### config.mk
export PLATFORM = sky130hd
export DESIGN_NAME = fpf_hazard_fwd
export DESIGN_NICKNAME = d
export VERILOG_FILES = /design/src/rtl/fpf_pkg.sv /design/src/rtl/fpf_hazard_fwd.sv
export SDC_FILE = /design/constraint.sdc
export NUM_CORES = 1
export LEC_CHECK = 0
export BUFFER_PORTS_ARGS = -buffer_cell sky130_fd_sc_hd__buf_4
export CAP_MARGIN = 20
export CORE_AREA = 3 3 164 230
export CTS_BUF_LIST = sky130_fd_sc_hd__clkbuf_2
export DETAILED_ROUTE_END_ITERATION = 10
export DIE_AREA = 0 0 167 233
export GPL_ROUTABILITY_DRIVEN = 0
export PLACE_DENSITY = 0.76
export SYNTH_ARGS = -nofsm -noshare
export SYNTH_HDL_FRONTEND = slang
export SYNTH_SLANG_ARGS = --single-unit
### constraint.sdc
create_clock -name ref_clk -period 6.9 [get_ports ref_clk]
set_input_delay 1.38 -clock ref_clk [delete_from_list [all_inputs] [get_ports ref_clk]]
set_output_delay 1.38 -clock ref_clk [all_outputs]
set_load 0.005 [all_outputs]
### src/rtl/fpf_pkg.sv
package fpf_pkg;

    // Width of a float register and of a core register write.
    localparam int DATA_W = 32;
    // Number of float registers held in the float register file.
    localparam int FLT_REGS = 8;
    // Width of a float register index.
    localparam int FLT_IDX_W = 3;
    // Width of a core destination code.
    localparam int CORE_DST_W = 4;
    // Reset value of every data flip-flop.
    localparam logic [DATA_W-1:0] DATA_RST = 32'h0000_0000;

    // Pipeline slots that the block tracks, from operand read to execute.
    localparam int ST_R1 = 0;
    localparam int ST_R2 = 1;
    localparam int ST_E1 = 2;
    localparam int ST_E2 = 3;
    localparam int ST_E3 = 4;
    localparam int STAGES = 5;

    // Core destinations of a float-to-core move.
    localparam logic [CORE_DST_W-1:0] CORE_ACC = 4'h0;
    localparam logic [CORE_DST_W-1:0] CORE_PRODUCT = 4'h1;
    localparam logic [CORE_DST_W-1:0] CORE_MULTIPLICAND = 4'h2;
    localparam logic [CORE_DST_W-1:0] CORE_AUX_BASE = 4'h3;

    // Operation classes that the hazard logic distinguishes.
    typedef enum logic [2:0] {
        OP_NONE,
        OP_FLOAT_MULTIPLY,
        OP_FLOAT_ADD,
        OP_FLOAT_SUBTRACT,
        OP_FLOAT_MULTIPLY_ACC,
        OP_MOVE_FLT_TO_CORE,
        OP_MOVE_FLT_TO_FLT,
        OP_OTHER
    } fpf_op_t;

    // One instruction as it travels through the tracked slots.
    typedef struct packed {
        logic valid;
        fpf_op_t op;
        logic [FLT_IDX_W-1:0] dst;
        logic [FLT_IDX_W-1:0] src;
        logic [CORE_DST_W-1:0] core_dst;
    } fpf_instr_t;

    // One write into the core register file.
    typedef struct packed {
        logic valid;
        logic [CORE_DST_W-1:0] core_dst;
        logic [DATA_W-1:0] data;
    } fpf_core_wr_t;

endpackage : fpf_pkg

### src/rtl/fpf_hazard_fwd.sv
// Overview of operation
// RQ1 - Hazard: two-cycle producer then matching float-to-core move.
// RQ2 - Hazard makes the move deliver the old value.
// RQ3 - Producer result is forwarded in third execute phase.
// RQ4 - Stall in third execute phase defeats forwarding.
// RQ5 - Producers: multiply, add, subtract, multiply-accumulate only.
// RQ6 - Only moves into core registers read stale.
// RQ7 - Float-to-float moves always get the forwarded result.
// RQ8 - Move samples its source entering second read phase.
// RQ9 - Without stalls, forwarding gives two-cycle apparent latency.
// RQ10 - Software keeps three slots before dependent move.
// RQ11 - Read phases then three execute phases, shared pipeline.
module fpf_hazard_fwd (
    input wire logic ref_clk, // Pipeline clock, 10 MHz.
    input wire logic sys_rst, // Synchronous reset, active high.
    input fpf_pkg::fpf_instr_t issue, // Instruction entering first read.
    output logic issue_ready, // High when the issue slot is free.
    input wire logic pipe_stall, // Whole pipeline holds this cycle.
    input wire logic [fpf_pkg::DATA_W-1:0] fpu_e3_result, // E3 producer result.
    output fpf_pkg::fpf_instr_t e3_instr, // Instruction now in E3.
    output fpf_pkg::fpf_core_wr_t core_wr, // Write to core registers.
    output logic stale_read // Pulse: move sampled a stale value.
);

    ////////////////////////////////////////////////////////////////////////
    // Declarations.

    // Instruction held in each tracked slot.
    fpf_pkg::fpf_instr_t stg_ff [fpf_pkg::STAGES];
    // Operand carried alongside a move from E1 to E3.
    logic [fpf_pkg::DATA_W-1:0] opd_ff [fpf_pkg::ST_E1:fpf_pkg::ST_E3];
    // Operand captured by the move sitting in the second read slot.
    logic [fpf_pkg::DATA_W-1:0] r2_opd_ff;
    // Set once the move in the second read slot has sampled.
    logic r2_smp_ff;
    // Float register file.
    logic [fpf_pkg::DATA_W-1:0] flt_rf_ff [fpf_pkg::FLT_REGS];
    // Registered core write and stale flag.
    fpf_pkg::fpf_core_wr_t core_wr_ff;
    logic stale_ff;

    fpf_pkg::fpf_instr_t r2_ins; // Instruction in the second read slot.
    fpf_pkg::fpf_instr_t e3_ins; // Instruction in the third execute slot.
    logic e3_prod; // A two-cycle producer sits in E3.
    logic r2_f2c; // A float-to-core move sits in R2.
    logic r2_f2f; // A float-to-float move sits in R2.
    logic src_match; // R2 source equals E3 destination.
    logic fwd_hit; // Forwarding from E3 reaches R2 this cycle.
    logic [fpf_pkg::DATA_W-1:0] live_opd; // Value R2 would sample now.
    logic [fpf_pkg::DATA_W-1:0] r2_opd; // Operand R2 hands to E1.
    logic nxt_stale; // Stale sample taken this cycle.

    ////////////////////////////////////////////////////////////////////////
    // Hazard detection and forwarding.

    assign r2_ins = stg_ff[fpf_pkg::ST_R2];
    assign e3_ins = stg_ff[fpf_pkg::ST_E3];

    // The next instruction may only enter while the pipeline moves.
    assign issue_ready = !pipe_stall;

    // Classify the producer in E3 and the reader in R2.
    always_comb begin
        // RQ5 affected producers
        e3_prod = e3_ins.valid &&
            (e3_ins.op == fpf_pkg::OP_FLOAT_MULTIPLY ||
             e3_ins.op == fpf_pkg::OP_FLOAT_ADD ||
             e3_ins.op == fpf_pkg::OP_FLOAT_SUBTRACT ||
             e3_ins.op == fpf_pkg::OP_FLOAT_MULTIPLY_ACC);
        // RQ6 core destination moves
        r2_f2c = r2_ins.valid && r2_ins.op == fpf_pkg::OP_MOVE_FLT_TO_CORE;
        r2_f2f = r2_ins.valid && r2_ins.op == fpf_pkg::OP_MOVE_FLT_TO_FLT;
        // RQ1 hazard source match
        src_match = e3_prod && (e3_ins.dst == r2_ins.src);
    end

    // Forwarding path into the second read slot. The core-read path taps
    // the E3 result only while the pipeline moves, so a stall there lets
    // the move see the register file instead. The float-to-float path has
    // its own tap that holds through the stall.
    always_comb begin
        // RQ3 forward in E3
        // RQ4 stall defeats forwarding
        // RQ7 float moves forwarded
        fwd_hit = src_match && (r2_f2f || !pipe_stall);
        // Producers still in E1 or E2 are not forwarded at all; the
        // instruction stream keeps them three slots ahead.
        // RQ10 software spacing relied on
        if (fwd_hit) begin
            live_opd = fpu_e3_result;
        end else begin
            live_opd = flt_rf_ff[r2_ins.src];
        end
        // RQ8 sample entering R2
        if (r2_f2f || !r2_smp_ff) begin
            r2_opd = live_opd;
        end else begin
            r2_opd = r2_opd_ff;
        end
        // RQ2 stale value delivered
        nxt_stale = r2_f2c && !r2_smp_ff && src_match && pipe_stall;
    end

    ////////////////////////////////////////////////////////////////////////
    // Pipeline slots.

    // All slots move together; a stall freezes every slot at once.
    always_ff @(posedge ref_clk) begin
        if (sys_rst) begin
            for (int i = 0; i < fpf_pkg::STAGES; i++) begin
                stg_ff[i] <= '0;
            end
        end else if (!pipe_stall) begin
            // RQ11 shared pipeline shift
            stg_ff[fpf_pkg::ST_R1] <= issue;
            for (int i = 1; i < fpf_pkg::STAGES; i++) begin
                stg_ff[i] <= stg_ff[i-1];
            end
        end
    end

    // Operand capture in R2. A core move keeps its first sample through a
    // stall, which is what lets a stale value survive.
    always_ff @(posedge ref_clk) begin
        if (sys_rst) begin
            r2_opd_ff <= fpf_pkg::DATA_RST;
            r2_smp_ff <= 1'b0;
        end else if (pipe_stall) begin
            // RQ8 hold first sample
            r2_opd_ff <= r2_opd;
            r2_smp_ff <= r2_ins.valid;
        end else begin
            // A new instruction arrives and has not sampled yet.
            r2_opd_ff <= fpf_pkg::DATA_RST;
            r2_smp_ff <= 1'b0;
        end
    end

    // Operands travel with their move through the execute slots.
    always_ff @(posedge ref_clk) begin
        if (sys_rst) begin
            for (int i = fpf_pkg::ST_E1; i <= fpf_pkg::ST_E3; i++) begin
                opd_ff[i] <= fpf_pkg::DATA_RST;
            end
        end else if (!pipe_stall) begin
            opd_ff[fpf_pkg::ST_E1] <= r2_opd;
            for (int i = fpf_pkg::ST_E2; i <= fpf_pkg::ST_E3; i++) begin
                opd_ff[i] <= opd_ff[i-1];
            end
        end
    end

    ////////////////////////////////////////////////////////////////////////
    // Register writes.

    // Float results retire as E3 completes; the write lands one cycle
    // after the forward, which is why forwarding is needed at all.
    always_ff @(posedge ref_clk) begin
        if (sys_rst) begin
            for (int i = 0; i < fpf_pkg::FLT_REGS; i++) begin
                flt_rf_ff[i] <= fpf_pkg::DATA_RST;
            end
        end else if (!pipe_stall && e3_prod) begin
            // RQ9 result retires late
            flt_rf_ff[e3_ins.dst] <= fpu_e3_result;
        end else if (!pipe_stall && e3_ins.valid &&
                e3_ins.op == fpf_pkg::OP_MOVE_FLT_TO_FLT) begin
            flt_rf_ff[e3_ins.dst] <= opd_ff[fpf_pkg::ST_E3];
        end
    end

    // Core register write from a float-to-core move leaving E3.
    always_ff @(posedge ref_clk) begin
        if (sys_rst) begin
            core_wr_ff <= '0;
        end else begin
            core_wr_ff.valid <= !pipe_stall && e3_ins.valid &&
                e3_ins.op == fpf_pkg::OP_MOVE_FLT_TO_CORE;
            core_wr_ff.core_dst <= e3_ins.core_dst;
            core_wr_ff.data <= opd_ff[fpf_pkg::ST_E3];
        end
    end

    // Stale-read flag, one cycle after the bad sample.
    always_ff @(posedge ref_clk) begin
        if (sys_rst) begin
            stale_ff <= 1'b0;
        end else begin
            stale_ff <= nxt_stale;
        end
    end

    assign e3_instr = e3_ins;
    assign core_wr = core_wr_ff;
    assign stale_read = stale_ff;
endmodule : fpf_hazard_fwd

== Word-level counts from Yosys, hierarchy flattened ==
Memories as Yosys holds them, arrays and structs flattened.
Index checks and enable logic that the tools add are counted.
Word-level totals
  bits in registers: 71
  bits in latches: 0
  bits in writable memories: 422
  ROM bits: 0
  input bits: 49
  word-level logic and storage cells: 75
  memories kept: 3
Operators by class
  add/subtract/negate cells: 0
  multipliers: 0
  divide/modulo/power cells: 0
  order comparisons: 0
  equal/unequal tests: 9
  shifts and indexed selects: 0
  muxes and demuxes: 26
  bitwise gates (word level): 10
  reductions and logical operators: 21
Memories
  flt_rf_ff: depth 8, width 32, read ports 1, clocked after Yosys merged registers in 0, write ports 8, RTL line fpf_hazard_fwd.sv:37  | logic [fpf_pkg::DATA_W-1:0] flt_rf_ff [fpf_pkg::FLT_REGS];
  opd_ff: depth 3, width 32, read ports 3, clocked after Yosys merged registers in 0, write ports 3, RTL line fpf_hazard_fwd.sv:31  | logic [fpf_pkg::DATA_W-1:0] opd_ff [fpf_pkg::ST_E1:fpf_pkg::ST_E3];
  stg_ff: depth 5, width 14, read ports 5, clocked after Yosys merged registers in 0, write ports 5, RTL line fpf_hazard_fwd.sv:29  | fpf_pkg::fpf_instr_t stg_ff [fpf_pkg::STAGES];
Operators by type and width (number)
  $mux W32: 7
  $mux W14: 5
  $reduce_or A32 Y1: 1
  $eq A3 B3 Y1 const B: 5
  $mux W1: 13
  $logic_and A1 B1 Y1: 12
  $or A1 B1 Y1: 9
  $eq A3 B2 Y1 const B: 2
  $logic_or A1 B1 Y1: 5
  $eq A3 B1 Y1 const B: 1
  $eq A3 B3 Y1: 1
  $mux W3: 1
  $logic_not A1 Y1: 2
  $reduce_or A2 Y1: 1
  $not A1 Y1: 1

== Logic depth before layout (Yosys ltp) ==
  word-level depth: 12
  gate-level depth with buffers: 7

== Worst setup path after synthesis ==
Ideal clock, no wire load.
  kind: input to register
  from: input sys_rst
  to: register r2_opd_ff[30] in the netlist's numbering
  library setup time: 0.130 ns
  arrival: 5.826 ns
  slack: 0.944 ns
  cell stages on the path: 7
  path buffers: 2
  cells stage by stage: clkbuf_1 > nor2b_1 > inv_1 > a21oi_1 > buf_2 > o211ai_1 > o211ai_1
Between the ends
  word-level cells in the longest chain between the ends: 1
RTL lines
  from (decl): RTL line fpf_hazard_fwd.sv:15  | input wire logic sys_rst,
  $reduce_or A2 Y1 (no line)
  to (signal assigned): RTL line fpf_hazard_fwd.sv:126  | r2_opd_ff <= fpf_pkg::DATA_RST;
  to (signal assigned): RTL line fpf_hazard_fwd.sv:130  | r2_opd_ff <= r2_opd;
  to (signal assigned): RTL line fpf_hazard_fwd.sv:134  | r2_opd_ff <= fpf_pkg::DATA_RST;
  to (decl): RTL line fpf_hazard_fwd.sv:33  | logic [fpf_pkg::DATA_W-1:0] r2_opd_ff;
Every way passes these cells.
A chain may end at the register's enable or synchronous reset.

==> impl_metrics.json <==
{
  "worstPathRequired_ns": 7.53,
  "syn2layout_area_growth_pct": 9.29,
  "nNetsFinal": 1645,
  "cts_tree": "built",
  "hold_depth": 1,
  "dieArea_sq_um": 38900,
  "synth_edf_count": 422,
  "post-route-util": 0.652,
  "grt_pass1_wl_mm": 74.7,
  "cts.sinks": 493,
  "port_buffers": 101,
  "fin_tns_setup_ns": 0,
  "async_flop_share": 0,
  "maxSlewViolCount": 0,
  "post-cts-setup-buffer-count": 0,
  "grt_antenna_before_repair": 1,
  "path_cells": "buf_4 > a211oi_1 > and4b_1 > nand2_2 > nand2b_1 > buf_4",
  "netlist_area_sq_um": 21400,
  "firstDrtPassIters": 6,
  "first_global_vias": 13400,
  "fin_crit_sh": 0.464,
  "hold_buffers": 0,
  "dpl.hpwl_mm": 27.1,
  "maxSlewHeadroom": 0.292,
  "worstPathArrival_ns": 3.83,
  "ys_seq_elements": 493,
  "cts-root-buf": "clkbuf_2",
  "via_count": 13100,
  "synth_flop_cell": "edfxtp_1",
  "synth_top_cell_area_share": 0.593,
  "grt_use_total": 0.252,
  "clk_latency_ns": 1.03,
  "post-route-drc-count": 0,
  "wirelength_mm": 48.8,
  "fmaxAchievable_mhz": 312,
  "critPathLaunchType": "input pin",
  "power_w": 0.00571,
  "switchingPower_w": 0.00143,
  "grt_overflow_total": 0,
  "yosysMostFrequentCell": "edfxtp_1",
  "numCtsBuffers": 109,
  "power_frac_seq": 0.599,
  "clock_power_share": 0.321,
  "drt_iter0_markers": 1412,
  "synth.largest_area_cell": "edfxtp_1",
  "tightest_slew_ns": 1.06,
  "clkTransAtPathRegs_ns": 0.10,
  "cts_resized": 0,
  "endpoint_kind": "flop",
  "ys_types": 37,
  "avgSynthCellArea_sq_um": 14.3,
  "ir_drop_mv": 0.132,
  "rows": 82,
  "fin_skew_ns": 0.0619,
  "cap_violations": 0,
  "wire_per_inst_um": 22.7,
  "finalHoldViolCount": 0,
  "worst-setup-path-type": "in -> reg",
  "syn_inst": 1489,
  "cpMostUsedCell": "buf_4",
  "swShare": 0.251,
  "ys_warn_count": 0,
  "crit_fanout": 47,
  "synth_area_leaders": "edfxtp_1 59%, dfxtp_1 6.7%, nor2_1 4.5%",
  "p_comb_frac": 0.080,
  "crit_path_max_incr_delay_ns": 0.62,
  "setup_viol": 0,
  "antenna_left": 0,
  "p_int_w": 0.00427,
  "cp_num_buf_inv": 2,
  "outcome": "complete, no violations",
  "cp.depth": 6,
  "p_per_area_nw_per_um2": 245,
  "reg2regPathDepth": 5,
  "clk_path_buf_depth": 3,
  "synth.top_cells.by_count": "422 x edfxtp_1, 258 x nor2_1, 136 x and2_1",
  "grt_setup_unrepaired": "false",
  "slowest_stage": "nand2_2",
  "grt_start_max_net_pins": 114,
  "die_h_um": 233,
  "p_leak_nw": 8.84,
  "cts_max_level": 3,
  "cp_top_family": "simple AND/OR/NAND/NOR gates",
  "io_pins": 102,
  "vias_per_cell": 6.10,
  "die-width_um": 167,
  "synth_fp_nets": 1538,
  "worstHoldPathType": "reg -> reg",
  "start_util": 0.596,
  "drive_gt1_frac": 0.282,
  "post-route-min-period_ns": 3.20,
  "core_sq_um": 35800,
  "synth_seq_area_share": 0.660,
  "hold-worst-slack_ns": 0.493
}
worst paths after layout:
check           startpoint  slack [ns]               end
min reg2reg  stg_ff[0][57]        0.49       core_wr[33]
min          stg_ff[0][57]        0.49       core_wr[33]
max                sys_rst        3.70  flt_rf_ff[2][25]
max reg2reg  stg_ff[0][68]        3.88  flt_rf_ff[2][25]
placed cells by master (no fill, tap or decap), drive strengths merged, types with 2 or more instances in the layout:
| cell type | synthesis | routed |
|---|---|---|
| bufinv | 0 | 2 |
| mux4 | 64 | 64 |
| xnor2 | 3 | 3 |
| o21ai | 2 | 2 |
| nand2b | 8 | 8 |
| mux2i | 32 | 32 |
| mux2 | 32 | 32 |
| nand4 | 3 | 3 |
| nor2 | 258 | 258 |
| edfxtp | 422 | 422 |
| clkinv | 0 | 29 |
| dfxtp | 71 | 71 |
| clkbuf | 67 | 171 |
| nor2b | 40 | 40 |
| nand2 | 13 | 13 |
| and4b | 2 | 2 |
| or4 | 2 | 2 |
| buf | 66 | 129 |
| nand3 | 129 | 129 |
| o211ai | 127 | 127 |
| inv | 2 | 3 |
| and2 | 136 | 136 |
power groups by stage:
stage	sequential, W	combinational [W]	clock (W)
3_3_place_gp	0.00348	0.000446	0
3_5_place_dp	0.00349	0.000454	0
5_1_grt	0.00343	0.000488	0.00201
6_report	0.00342	0.000457	0.00183
4_1_cts	0.00342	0.000456	0.00188
2_1_floorplan	0.00347	0.000311	0
flip-flops by register name (all words and copies together) (netlist names):
signal / cells
r2_opd_ff: 32
stale_read: 1
flt_rf_ff: 256
core_wr: 37
stg_ff: 70
r2_smp_ff: 1
opd_ff: 96
worst reg2reg max path, stage by stage, from the launching register on:
cell,delay (ns)
edfxtp_1,0.48
a211oi_1,0.36
and4b_1,0.37
nand2_2,0.62
nand2b_1,0.27
buf_4,0.54
per-stage QoR:
step	std cells	area (sq um)	worst slack (ns)
6_report	2151	23300	3.70
4_1_cts	2150	23300	3.58
3_5_place_dp	1947	22300	2.74
3_3_place_gp	1947	22300	2.73
5_1_grt	2151	23300	3.62
2_1_floorplan	1489	21400	0.944
per-layer routing:
metal | part of all wire | vias to the layer above | GRT usage | routed length, um
met1 | 0.38 | 6495 | 0.331 | 18600
li1 | - | 5819 | - | -
met4 | 0.033 | 2 | 0.118 | 1600
met3 | 0.092 | 123 | 0.0476 | 4470
met2 | 0.49 | 672 | 0.412 | 24100
met5 | 0.00053 | - | 0.0141 | 26
area by class of cell:
cell class | count | area (sq um)
diodes | 1 | 2.50
well taps | 462 | 578
flip-flops and latches | 493 | 14100
fillers | 2622 | 12500
clock inverters | 32 | 184
repair buffers | 129 | 968
clock buffers | 171 | 856
multi-input cells | 861 | 6640
inverters | 2 | 12.5
kinds of logic (layout without fill, tap and decap cells):
family	after synthesis	after routing	share of synthesized area
buffers and inverters	135	334	0.0315
xor gates and xnor gates	3	3	0.00123
DFF	493	493	0.660
muxes	128	128	0.110
other	0	1	0
AOI/OAI and AO/OA	132	132	0.0603
and+or+nand+nor	598	598	0.137
Note: power is estimated with default switching activity, not from simulation.
